## config.mk

```make
export PLATFORM = sky130hd
export DESIGN_NAME = ptu_top
export DESIGN_NICKNAME = d
export VERILOG_FILES = /design/src/pkg/ptu_pkg.sv /design/src/rtl/ptu_top.sv
export SDC_FILE = /design/constraint.sdc
export NUM_CORES = 1
export LEC_CHECK = 0
export BUFFER_PORTS_ARGS = -buffer_cell sky130_fd_sc_hd__buf_4
export CAP_MARGIN = 20
export CORE_ASPECT_RATIO = 1.5
export CORE_MARGIN = 3
export CORE_UTILIZATION = 50
export CTS_BUF_LIST = sky130_fd_sc_hd__clkbuf_4 sky130_fd_sc_hd__clkbuf_8
export DETAILED_ROUTE_END_ITERATION = 16
export PLACE_DENSITY = 0.89
export SLEW_MARGIN = 20
export SYNTH_ARGS = -nofsm -noshare
export SYNTH_HDL_FRONTEND = slang
export SYNTH_SLANG_ARGS = --single-unit
```

## constraint.sdc

```tcl
create_clock -name aclk -period 8.8 [get_ports aclk]
set_input_delay 0.44 -clock aclk [delete_from_list [all_inputs] [get_ports aclk]]
set_output_delay 0.44 -clock aclk [all_outputs]
set_load 0.005 [all_outputs]
```

## src/pkg/ptu_pkg.sv

```systemverilog
package ptu_pkg;
  // Register byte addresses, one aligned word each
  localparam logic [31:0] CTRL_ADDR = 32'h0000_0000;
  localparam logic [31:0] STAT_ADDR = 32'h0000_0004;
  localparam logic [31:0] MASK_ADDR = 32'h0000_0008;
  // Control register field positions
  localparam int unsigned BANK_BIT = 0;
  localparam int unsigned EN_BIT = 1;
  localparam int unsigned IE_BIT = 2;
  localparam int unsigned ACK_BIT = 3;
  localparam int unsigned TAP_LSB = 4;
  localparam int unsigned PEND_BIT = 7;
  // Status and mask layout
  localparam int unsigned ROLL_BIT = 0;
  // Values after reset
  localparam logic [7:0] CTRL_RST = 8'h00;
  localparam logic MASK_RST = 1'b0;
  // Chain geometry: fixed front stages, selectable stages
  localparam int unsigned PRE_STAGES = 7;
  localparam int unsigned CHAIN_STAGES = 15;
  localparam int unsigned CNT_W = PRE_STAGES + CHAIN_STAGES;
  // AXI response codes
  localparam logic [1:0] RESP_OKAY = 2'h0;
  localparam logic [1:0] RESP_SLVERR = 2'h2;
  // Write channel states
  typedef enum logic [1:0] {
    WR_IDLE = 2'b01,
    WR_RESP = 2'b10
  } ptu_wr_type;
  // Whole state of the block
  typedef struct packed {
    logic [1:0] sync1;
    logic [1:0] sync2;
    logic [1:0] sync3;
    logic [1:0] filt;
    logic [CNT_W-1:0] cnt;
    logic pend;
    logic ie;
    logic en;
    logic bank;
    logic [2:0] tap;
    logic stat;
    logic mask;
    logic irq;
    logic wake;
    ptu_wr_type wst;
    logic aw_got;
    logic w_got;
    logic [31:0] awaddr;
    logic [7:0] wdata;
    logic wstrb0;
    logic awready;
    logic wready;
    logic bvalid;
    logic [1:0] bresp;
    logic arready;
    logic rvalid;
    logic [31:0] rdata;
    logic [1:0] rresp;
  } ptu_state_type;
endpackage

```

## src/rtl/ptu_top.sv

```systemverilog
`timescale 1ns/100ps
// Notes on behaviour
// [RULE1] Fifteen chain stages, eight selectable taps
// [RULE2] Fixed divide-by-128 ahead of selectable stages
// [RULE3] External clock when enabled, else internal
// [RULE4] Counter held zero while disabled
// [RULE5] Rollover at chosen tap sets pending flag
// [RULE6] Interrupt when pending and enable both set
// [RULE7] Writing one to acknowledge clears flag
// [RULE8] Acknowledge bit stores nothing, reads zero
// [RULE9] First flag at half period, then full
// [RULE10] Bank zero ratios 32768 down to 8
// [RULE11] Bank one ratios 4194304 down to 1024
// [RULE12] Period is ratio over divider clock rate
// [RULE13] Software keeps tap fixed while enabled
// [RULE14] Reset clears enable and interrupt enable
// [RULE15] Disabling keeps pending flag unchanged
// [RULE16] Wait mode counts; register inaccessible
// [RULE17] Stop mode runs only with oscillator bit
// [RULE18] Stop without oscillator idles; no access
// [RULE19] Interrupt is a level, drops on clear
module ptu_top (
  // Clock and reset
  input wire logic aclk,
  input wire logic aresetn,
  // AXI4-Lite write address and data
  input wire logic s_awvalid,
  output logic s_awready,
  input wire logic [31:0] s_awaddr,
  input wire logic [2:0] s_awprot,
  input wire logic s_wvalid,
  output logic s_wready,
  input wire logic [31:0] s_wdata,
  input wire logic [3:0] s_wstrb,
  // AXI4-Lite write response
  output logic s_bvalid,
  input wire logic s_bready,
  output logic [1:0] s_bresp,
  // AXI4-Lite read
  input wire logic s_arvalid,
  output logic s_arready,
  input wire logic [31:0] s_araddr,
  input wire logic [2:0] s_arprot,
  output logic s_rvalid,
  input wire logic s_rready,
  output logic [31:0] s_rdata,
  output logic [1:0] s_rresp,
  // Divider clock sources, asynchronous pins
  input wire logic external_clock,
  input wire logic internal_clock,
  // Clock generator and power state
  input wire logic external_clock_on,
  input wire logic osc_run_in_stop,
  input wire logic wait_mode,
  input wire logic stop_mode,
  // Requests to the core
  output logic irq,
  output logic wake_req
);

  // Registered and next state
  ptu_pkg::ptu_state_type st_q;
  ptu_pkg::ptu_state_type st_d;

  // Combinational helpers
  logic [1:0] rise;
  logic tick;
  logic run;
  logic hit;
  logic blocked;
  logic [ptu_pkg::CNT_W-1:0] cnt_n;
  logic [4:0] tap_n;
  logic got_aw;
  logic got_w;
  logic do_wr;
  logic ack_wr;
  logic ar_hs;
  logic [31:0] wa;
  logic [7:0] wd;
  logic ws;

  // Divider length for a tap, as a power of two
  function automatic logic [4:0] tap_log2(input logic bank,
                                          input logic [2:0] code);
    logic [4:0] b;
    b = 5'h0;
    case (code)
      3'h0: b = 5'hF;
      3'h1: b = 5'hD;
      3'h2: b = 5'hB;
      3'h3: b = 5'h7;
      3'h4: b = 5'h6;
      3'h5: b = 5'h5;
      3'h6: b = 5'h4;
      default: b = 5'h3;
    endcase
    // Bank one adds the fixed front stages
    if (bank) begin
      b = b + 5'(ptu_pkg::PRE_STAGES); // see [RULE2] see [RULE11]
    end
    return b;
  endfunction

  // Register index of an address; 2'h3 means unmapped
  function automatic logic [1:0] reg_sel(input logic [31:0] a);
    logic [1:0] s;
    s = 2'h3;
    if (a == ptu_pkg::CTRL_ADDR) begin
      s = 2'h0;
    end else if (a == ptu_pkg::STAT_ADDR) begin
      s = 2'h1;
    end else if (a == ptu_pkg::MASK_ADDR) begin
      s = 2'h2;
    end
    return s;
  endfunction

  // Output ports straight from flops
  assign s_awready = st_q.awready;
  assign s_wready = st_q.wready;
  assign s_bvalid = st_q.bvalid;
  assign s_bresp = st_q.bresp;
  assign s_arready = st_q.arready;
  assign s_rvalid = st_q.rvalid;
  assign s_rdata = st_q.rdata;
  assign s_rresp = st_q.rresp;
  assign irq = st_q.irq;
  assign wake_req = st_q.wake;

  // Next-state logic for the whole block
  always_comb begin
    st_d = st_q;
    // Three-flop sync; filtered level moves on agreement
    st_d.sync1 = {external_clock, internal_clock};
    st_d.sync2 = st_q.sync1;
    st_d.sync3 = st_q.sync2;
    for (int i = 0; i < 2; i++) begin
      if (st_q.sync2[i] == st_q.sync3[i]) begin
        st_d.filt[i] = st_q.sync3[i];
      end
    end
    rise = st_d.filt & ~st_q.filt;
    // Source choice ignores what clocks the bus
    tick = external_clock_on ? rise[1] : rise[0]; // see [RULE3]
    // Stop idles the chain unless the oscillator keeps going
    run = st_q.en & ~(stop_mode & ~osc_run_in_stop); // see [RULE17] see [RULE18]
    // Wait and stop lock the core out of the register
    blocked = wait_mode | stop_mode; // see [RULE16] see [RULE18]

    // Tap hit when the bit below the tap rises: half period first
    tap_n = tap_log2(st_q.bank, st_q.tap); // see [RULE10] see [RULE1]
    cnt_n = st_q.cnt + 1'b1;
    hit = (cnt_n & ((ptu_pkg::CNT_W'(1) << tap_n) - 1'b1)) ==
          (ptu_pkg::CNT_W'(1) << (tap_n - 5'h1)); // see [RULE9] see [RULE12]

    // Counter: cleared while off, frozen in an idle stop
    if (!st_q.en) begin
      st_d.cnt = '0; // see [RULE4]
    end else if (run && tick) begin
      st_d.cnt = cnt_n;
    end

    // Write: address and data may come in either order
    got_aw = st_q.aw_got | (s_awvalid & st_q.awready);
    got_w = st_q.w_got | (s_wvalid & st_q.wready);
    wa = st_q.aw_got ? st_q.awaddr : s_awaddr;
    wd = st_q.w_got ? st_q.wdata : s_wdata[7:0];
    ws = st_q.w_got ? st_q.wstrb0 : s_wstrb[0];
    do_wr = 1'b0;
    case (st_q.wst)
      ptu_pkg::WR_IDLE: begin
        st_d.aw_got = got_aw;
        st_d.w_got = got_w;
        st_d.awaddr = wa;
        st_d.wdata = wd;
        st_d.wstrb0 = ws;
        st_d.awready = ~got_aw;
        st_d.wready = ~got_w;
        if (got_aw && got_w) begin
          do_wr = 1'b1;
          st_d.aw_got = 1'b0;
          st_d.w_got = 1'b0;
          st_d.awready = 1'b0;
          st_d.wready = 1'b0;
          st_d.bvalid = 1'b1;
          // Locked-out or unmapped writes change nothing
          if (blocked || reg_sel(wa) == 2'h3) begin
            st_d.bresp = ptu_pkg::RESP_SLVERR;
          end else begin
            st_d.bresp = ptu_pkg::RESP_OKAY;
          end
          st_d.wst = ptu_pkg::WR_RESP;
        end
      end
      ptu_pkg::WR_RESP: begin
        // Hold response until taken, then rearm
        if (s_bready) begin
          st_d.bvalid = 1'b0;
          st_d.awready = 1'b1;
          st_d.wready = 1'b1;
          st_d.wst = ptu_pkg::WR_IDLE;
        end
      end
      default: begin
        st_d.wst = ptu_pkg::WR_IDLE;
        st_d.bvalid = 1'b0;
      end
    endcase
    do_wr = do_wr & ~blocked & ws;

    // Register updates from a write
    ack_wr = 1'b0;
    if (do_wr && reg_sel(wa) == 2'h0) begin
      st_d.bank = wd[ptu_pkg::BANK_BIT];
      st_d.en = wd[ptu_pkg::EN_BIT];
      st_d.ie = wd[ptu_pkg::IE_BIT];
      // Tap stays software's duty to keep still while on
      st_d.tap = wd[ptu_pkg::TAP_LSB +: 3]; // see [RULE13]
      ack_wr = wd[ptu_pkg::ACK_BIT]; // see [RULE7]
    end
    if (do_wr && reg_sel(wa) == 2'h2) begin
      st_d.mask = wd[ptu_pkg::ROLL_BIT];
    end

    // Read channel: answer one cycle after the address
    ar_hs = s_arvalid & st_q.arready;
    if (ar_hs) begin
      st_d.arready = 1'b0;
      st_d.rvalid = 1'b1;
      st_d.rdata = 32'h0000_0000;
      st_d.rresp = ptu_pkg::RESP_OKAY;
      if (blocked || reg_sel(s_araddr) == 2'h3) begin
        st_d.rresp = ptu_pkg::RESP_SLVERR;
      end else begin
        case (reg_sel(s_araddr))
          2'h0: begin
            // Acknowledge position left at zero
            st_d.rdata[ptu_pkg::PEND_BIT] = st_q.pend; // see [RULE8]
            st_d.rdata[ptu_pkg::TAP_LSB +: 3] = st_q.tap;
            st_d.rdata[ptu_pkg::IE_BIT] = st_q.ie;
            st_d.rdata[ptu_pkg::EN_BIT] = st_q.en;
            st_d.rdata[ptu_pkg::BANK_BIT] = st_q.bank;
          end
          2'h1: begin
            st_d.rdata[ptu_pkg::ROLL_BIT] = st_q.stat;
            st_d.stat = 1'b0;
          end
          default: begin
            st_d.rdata[ptu_pkg::ROLL_BIT] = st_q.mask;
          end
        endcase
      end
    end else if (st_q.rvalid && s_rready) begin
      st_d.rvalid = 1'b0;
      st_d.arready = 1'b1;
    end else if (!st_q.rvalid) begin
      st_d.arready = 1'b1;
    end

    // Pending flag: set beats acknowledge; disabling does not clear it
    if (ack_wr) begin
      st_d.pend = 1'b0; // see [RULE15]
    end
    if (run && tick && hit) begin
      st_d.pend = 1'b1; // see [RULE5]
      st_d.stat = 1'b1;
    end

    // Level request from the next state
    st_d.irq = (st_d.pend & st_d.ie) |
               (st_d.stat & st_d.mask); // see [RULE6] see [RULE19]
    // Flag in stop wakes the core
    st_d.wake = st_d.pend & stop_mode; // see [RULE17]
  end

  // State register, synchronous reset
  always_ff @(posedge aclk) begin
    if (!aresetn) begin
      st_q <= '0; // see [RULE14]
      st_q.wst <= ptu_pkg::WR_IDLE;
      st_q.bank <= ptu_pkg::CTRL_RST[ptu_pkg::BANK_BIT];
      st_q.mask <= ptu_pkg::MASK_RST;
    end else begin
      st_q <= st_d;
    end
  end
endmodule // ptu_top

```

Yosys cells after proc, flatten, opt, wreduce, memory -nomap -nowiden:

Cells that the tools add are included.

* flip-flop bits (word level): 101
* latch bits: 0
* bits in writable memories: 0
* bits in read-only memories: 0
* input bits: 119
* output and inout port bits: 43
* memories kept: 0

* $add $sub $neg: 4
* $mul: 0
* div/mod/pow operators: 0
* order comparisons: 0
* equal/unequal tests: 22
* shifts and indexed selects: 2
* multiplexer cells: 48
* bitwise logic cells: 23
* reductions and logical operators: 20

Operators with widths (number)
* 32-bit by 3-bit equality test with 1-bit output, second input constant: 2
* 32-bit by 4-bit equality test with 1-bit output, second input constant: 2
* 32-bit zero test: 2
* 1-bit by 5-bit left shift with 22-bit output, first input constant: 2
* 32-bit two-way mux: 1
* 4-bit case mux with 7 select lines: 1
* 2-bit two-way mux: 13
* 22-bit by 1-bit adder with 22-bit output, second input constant: 1
* 22-bit AND: 1
* 22-bit equality test: 1
* 22-bit by 1-bit subtractor with 22-bit output, second input constant: 1
* 1-bit two-way mux: 20
* 4-bit two-way mux: 3
* 1-bit AND: 10
* 5-bit two-way mux: 2
* 3-bit equality test, second input constant: 3
* 2-bit equality test, second input constant: 4
* 2-bit case mux with 2 select lines: 2
* 2-bit AND reduction: 4
* 7-bit two-way mux: 1
* 3-bit by 2-bit equality test with 1-bit output, second input constant: 2
* 1-bit logical AND: 6
* 3-bit two-way mux: 2
* 6-bit two-way mux: 1
* other kinds (17): 32

Depth between registers and ports, before layout:

Gate-level depths: netlist (run 1).

* word-level depth: 16
* mapped depth: 11
* mapped depth without buffers: 9

Least setup slack after synthesis (run 1):

OpenSTA, ideal clock, no wires.

* path kind: register to register
* start: register st_q[97] in the netlist's numbering
* end: register st_q, in the netlist irq
* data arrival time: 2815 ps
* data required time: 8717 ps
* setup slack: 5903 ps
* stages on the path, launching flop included: 11
* cell sequence: dfxtp_1 ha_1 nand3_1 or3_1 buf_2 xnor2_2 a2111oi_1 a31o_1 or4_1 or4_4 o221ai_1

* cells in the longest elaborated chain, start to end: 7

RTL lines
* start, declared: line ptu_top.sv:62 `ptu_pkg::ptu_state_type st_q;`
* start signal, assigned: line ptu_top.sv:284 `st_q <= st_d;`
* 22-bit by 1-bit adder with 22-bit output *: line ptu_top.sv:152 `cnt_n = st_q.cnt + 1'b1;`
* 22-bit AND *: line ptu_top.sv:153 `hit = (cnt_n & ((ptu_pkg::CNT_W'(1) << tap_n) - 1'b1)) ==`
* 22-bit equality test *: line ptu_top.sv:153
* 1-bit logical AND *: line ptu_top.sv:264 `if (run && tick && hit) begin`
* 1-bit two-way mux: line ptu_top.sv:264
* 1-bit AND, on equally long branches: line ptu_top.sv:270, ptu_top.sv:271
* 1-bit OR *: line ptu_top.sv:270 `st_d.irq = (st_d.pend & st_d.ie) |`

Mark *: on every way between the ends. The rest lies on a longest branch, timed or not.
A chain may end at the register's enable or synchronous reset.

Worst setup path in the final report (run 1):

Same ends and word-level chain as after synthesis.

==> flow_summary.toml, run 1 <==
[outcome]
status = "finished clean"

[routing]
drc = 0
drt_wl_total_mm = 13.8
dr.pass1.iters = 5
drt-wirelength-per-cell_um = 15.4
first_iter_violations = 284
vias = 5116
viasPerCell = 5.72
ant_nets = 0

[grt]
grt_pass1_vias = 4784
grt_usage = 0.222
gr-total-overflow = 0
grt_max_degree = 73
antenna_found_initial = 0
grt_pass1_wl_mm = 22.1

[cells_and_area]
nets = 866
layout-drive-gt1-share = 0.180
fill_cells = 953
diodes = 0
area_growth_pct = 14.8

[die]
die_y_um = 134
die_x_um = 91.3
dieArea_mm2 = 0.0122
core_mm2 = 0.0106
initial_core_util = 0.513
rows = 46
io-pin-count = 162

[critical_path]
arrival_ns = 3.93
cp-end-kind = "flop"
cp_max_fo = 14
reg2reg_to = "irq"
critical_path_class = "reg -> reg"
worstSetupStartpointType = "flop"
r2r_start = "st_q[97]"
reg2reg_depth = 9
reg2reg_slack_ns = 5.16
crit_required_ns = 9.09

[logic_synthesis]
synth.top_cell.area_share = 0.359
synthMuxAreaShare = 0.0305
synth_compound_area_frac = 0.183
synthXorXnorAreaFrac = 0.0495
syn_area_per_cell_um2 = 7.95
async_reset_ff_frac = 0
yosys_warnings = 0
synth_edf_count = 0
synth_fa_ha_area_frac = 0.00641
synth_top_family_by_area = "simple AND/OR/NAND/NOR gates"
synth.distinct_cells = 66
yosysTopAreaCell = "dfxtp_1"
syn_inst = 687
yosys.area_share.simple = 0.279
synth_flop_cell = "dfxtp_1"
synth_area_mm2 = 0.00546
seq_area_frac_synth = 0.359
yosys-top-cells-area = "dfxtp_1 (36%), nand2_1 (7.6%), a21boi_0 (5.9%)"
ys_ff_latch = 98

[cts]
cts_hold_buf = 0
cts-root-buf = "clkbuf_8"
tritoncts = "done"
clock_latency_ns = 0.37
clockBufferDepth = 2
cts.sinks = 98
htree_levels = 3
cts_resized = 0
clk_pin_slew_ns = 0.09
postCtsSetupBuffers = 0
cts_buffers = 9

[timing]
final.setup.worst_slack_ns = 5.16
max_slew.worst_pin.slew_ns = 0.930
holdWs_ns = 0.276
hold_viol_final = 0
drv_slew = 0
grt_setup_unrepaired = "no"
finalCritPeriodShare = 0.414
slew_headroom = 0.380
fmax_mhz = 274
setup_violations = 0
timing.final.crit_period_ns = 3.64
setup_tns_ns = 0
clock_skew_ns = 0.00768

[pwr]
p_leak_nw = 2.37
ir_drop_uv = 131
p_per_area_mw_per_mm2 = 145

[min_path]
holdPathStages = 2
hold_start = "external_clock"
min_path_type = "in -> reg"
holdPathEnd = "st_d[124]"

[job]
cap_viol_max_count = 0

[placed_design]
place_congestion = 0.967
hpwl_mm = 10.2
portBuffers = 100
pre_cts_ws_ns = 5.24
## synthesized netlist by cell type (all sizes together) (10+ instances only)
master  count
nand2     111
dfxtp      98
buf        47
a21boi     45
clkbuf     34
o21ai      34
nor2       33
nor4       31
a21oi      25
nor3       22
nand4      18
xnor2      16
xor2       14
or3        13
nand3      12
nor2b      12
mux2i      11
nand2b     11
and2       10
inv        10
## placed cells by master (no fill, tap or decap), drive strengths merged, types with 5 or more instances in the layout
| master | instances |
|---|---|
| nand2 | 111 |
| nor2 | 33 |
| a21boi | 45 |
| o21ai | 34 |
| or4 | 5 |
| or2 | 5 |
| dfxtp | 98 |
| xnor2 | 16 |
| nor3 | 22 |
| a22o | 5 |
| clkbuf | 11 |
| and2 | 10 |
| conb | 29 |
| mux2i | 11 |
| xor2 | 14 |
| or3 | 13 |
| nor4 | 31 |
| inv | 12 |
| a21oi | 25 |
| nand2b | 11 |
| nand3 | 12 |
| buf | 101 |
| nand4 | 18 |
| mux2 | 5 |
| nor2b | 12 |
## per-stage QoR
| step | utilization | area (µm²) | instances | power, mW |
|---|---|---|---|---|
| 6_report | 0.589 | 6270 | 894 | 0.909 |
| 5_1_grt | 0.589 | 6270 | 894 | 0.948 |
| 4_1_cts | 0.588 | 6260 | 894 | 0.912 |
| 3_5_place_dp | 0.568 | 6050 | 878 | 0.609 |
| 3_3_place_gp | 0.568 | 6050 | 878 | 0.605 |
| 2_1_floorplan | - | 5560 | 714 | 0.566 |
## state kept, by name, summed over array words and instances, names as in the netlist
name / flops
wake_req: 1
irq: 1
s_awready: 1
st_d: 4
s_arready: 1
s_rresp: 1
s_rdata: 7
s_bresp: 1
s_wready: 1
st_q: 79
s_rvalid: 1
## critical path, stage by stage (launching register included)
cell and delay [ns]:
dfxtp_1 0.46, ha_1 0.28, nand3_1 0.44, or3_1 0.63, xnor2_2 0.17, a2111oi_1 0.10
a31o_1 0.23, or4_1 0.49, or4_4 0.58, o221ai_1 0.17
## report_power, final
group | internal, mW | switching [mW] | total, mW
registers | 0.467 | 0.0146 | 0.482
clock network | 0.149 | 0.160 | 0.308
logic | 0.0567 | 0.0620 | 0.119
## layout make-up
type / instances / area, µm² / area share
Clock buffer: 11 / 151 / 0.0242
Clock inverter: 5 / 60.1 / 0.00958
Inverter: 10 / 37.5 / 0.00599
Multi-Input combinational cell: 525 / 3120 / 0.498
Sequential cell: 98 / 1960 / 0.313
Tap cell: 144 / 180 / 0.0287
Timing Repair Buffer: 101 / 758 / 0.121
## worst max-delay path by stage
stage | cells past startpoint | startpoint | endpoint | slack [ns]
2_1_floorplan | 10 | st_q[97] | irq | 5.90
3_3_place_gp | 9 | st_q[97] | irq | 5.30
3_5_place_dp | 9 | st_q[97] | irq | 5.24
4_1_cts | 9 | st_q[97] | irq | 5.21
5_1_grt | 9 | st_q[97] | irq | 4.96
6_report | 9 | st_q[97] | irq | 5.16
## cells by family (layout without fill, tap and decap cells)
| group | Yosys count | after routing |
|---|---|---|
| simple gates | 298 | 298 |
| compound gates | 149 | 149 |
| flops | 98 | 98 |
| buf+inv | 91 | 127 |
| xor+xnor | 30 | 30 |
| mux | 16 | 16 |
| fa+ha+maj | 3 | 3 |
| other cells | 2 | 29 |
## metal layers
metal  GRT usage  part of all wire
met1       0.233              0.36
met2       0.412              0.53
met3      0.0376             0.064
met4       0.123             0.045
met5           0                 0
Note: power is estimated with default switching activity, not from simulation.
==> run 2: changes to the inputs <==
==> constraint.sdc (replaced) <==
create_clock -name aclk -period 3.6 [get_ports aclk]
set_input_delay 0.18 -clock aclk [delete_from_list [all_inputs] [get_ports aclk]]
set_output_delay 0.18 -clock aclk [all_outputs]
set_load 0.005 [all_outputs]
==> run 2 against run 1 <==
- global-route usage rose by 0.81 points
- non-clock buffer count rose by 8
- first-iteration DRC count rose by 5.6%
- flip-flop and latch count did not move
- sequential power rose by 140%
- largest power group unchanged
- register-to-register slack got worse by 4.8 ns
- clock skew rose by 0.0017 ns
- core utilization rose by 0.69 points
- total power rose to 2.5 times the previous value
- cell count rose by 0.89%
- setup slack got worse by 4.8 ns
- critical path type unchanged
- maximum frequency rose by 12%
==> flow_summary.toml, run 2 (same netlist as run 1, synthesis figures left out) <==
[cells_and_area]
final_cell_mix = "nand2_1 (111), buf_4 (109), dfxtp_1 (98)"
layout_commonest_cell = "nand2_1"
diodes = 0
postLayoutCoreUtil = 0.596
nets = 874
area_growth_pct = 16.1
largest_register_ff_count = 79
fin_area_mm2 = 0.00634
final_cells = 902
layout-drive-gt1-share = 0.189
top_register = "st_q"

[critical_path]
cp_common_cell = "or4_1"
critPathMaxStageDelay_ns = 0.66
path_cells = "nand4_1, or4_1, xnor2_1, a31o_1, or4_1, or4_4, o221ai_1"
cp-end-kind = "flop"
critical_path_class = "reg -> reg"
arrival_ns = 3.55
worstSetupStartpointType = "flop"
cp_max_fo = 11
cp_slowest_cell = "or4_1"
crit_buf_inv = 0
crit_family = "simple AND/OR/NAND/NOR gates"
crit_required_ns = 3.89

[routing]
drt-wirelength-per-cell_um = 15.5
ant_nets = 0
drc = 0
drt_wl_total_mm = 14.0
viasPerCell = 5.72
dr.pass1.iters = 4
vias = 5156
first_iter_violations = 300

[job]
cap_viol_max_count = 0

[timing]
grt_setup_unrepaired = "no"
hold_viol_final = 0
setup_tns_ns = 0
slew_headroom = 0.382
max_slew.worst_pin.slew_ns = 0.927
clock_skew_ns = 0.00938
setup_violations = 0
finalCritPeriodShare = 0.905
timing.final.crit_period_ns = 3.26
drv_slew = 0
fmax_mhz = 307

[cts]
cts-root-buf = "clkbuf_8"
postCtsSetupBuffers = 0
cts_resized = 0
cts_hold_buf = 0
cts_buffers = 9
clk_pin_slew_ns = 0.10
clockBufferDepth = 2
tritoncts = "done"
htree_levels = 3
clock_latency_ns = 0.37
cts.sinks = 98

[outcome]
status = "finished clean"

[placed_design]
dpl.cell_count = 886
hpwl_mm = 10.5
placed_area_mm2 = 0.00611
place_congestion = 0.996
portBuffers = 100

[pwr]
p_leak_nw = 2.42
p_total_mw = 2.30
p_per_area_mw_per_mm2 = 362
ir_drop_uv = 327

[grt]
grt_max_degree = 73
antenna_found_initial = 0
grt_pass1_wl_mm = 23.0
grt_usage = 0.230
grt_pass1_vias = 4974
gr-total-overflow = 0

[die]
io-pin-count = 162
dieArea_mm2 = 0.0122
die_y_um = 134
rows = 46
core_mm2 = 0.0106
die_x_um = 91.3
initial_core_util = 0.513

[min_path]
min_path_type = "in -> reg"
run 2: path summary, 6_finish.rpt:
kind	from	to	slack (ns)	cells past startpoint
worst min-delay path	external_clock	st_d[124]	0.02	2
worst min register to register	st_d[123]	st_d[121]	0.45	1
worst max register to register	st_q[107]	irq	0.34	7
worst max-delay path	st_q[107]	irq	0.34	7
run 2: per-layer routing:
metal / vias to the layer above / GRT usage / part of all wire
met1: 2437 / 0.236 / 0.36
li1: 2498 / - / -
met5: - / 0 / 0
met2: 180 / 0.436 / 0.54
met4: 0 / 0.113 / 0.039
met3: 41 / 0.0443 / 0.062
run 2: layout make-up:
class / count / area [µm²]
fill: 965 / 4310
multi-input combinational: 525 / 3110
sequential: 98 / 1960
timing repair buffer: 109 / 818
tap: 144 / 180
clock buffer: 9 / 124
clock inverter: 7 / 106
inverter: 10 / 37.5
run 2: power by group:
group | internal [mW] | switching [mW]
Clock | 0.405 | 0.419
Sequential | 1.14 | 0.0371
Combinational | 0.141 | 0.151
Total | 1.69 | 0.607
run 2: per-stage QoR:
| stage | hold slack (ns) | setup WS [ns] |
|---|---|---|
| after floorplan | 0.305 | 0.703 |
| after global placement | 0.399 | 0.425 |
| after detailed placement | 0.401 | 0.404 |
| after CTS | 0.00459 | 0.371 |
| after global routing | 0.00681 | 0.189 |
| final | 0.0204 | 0.343 |
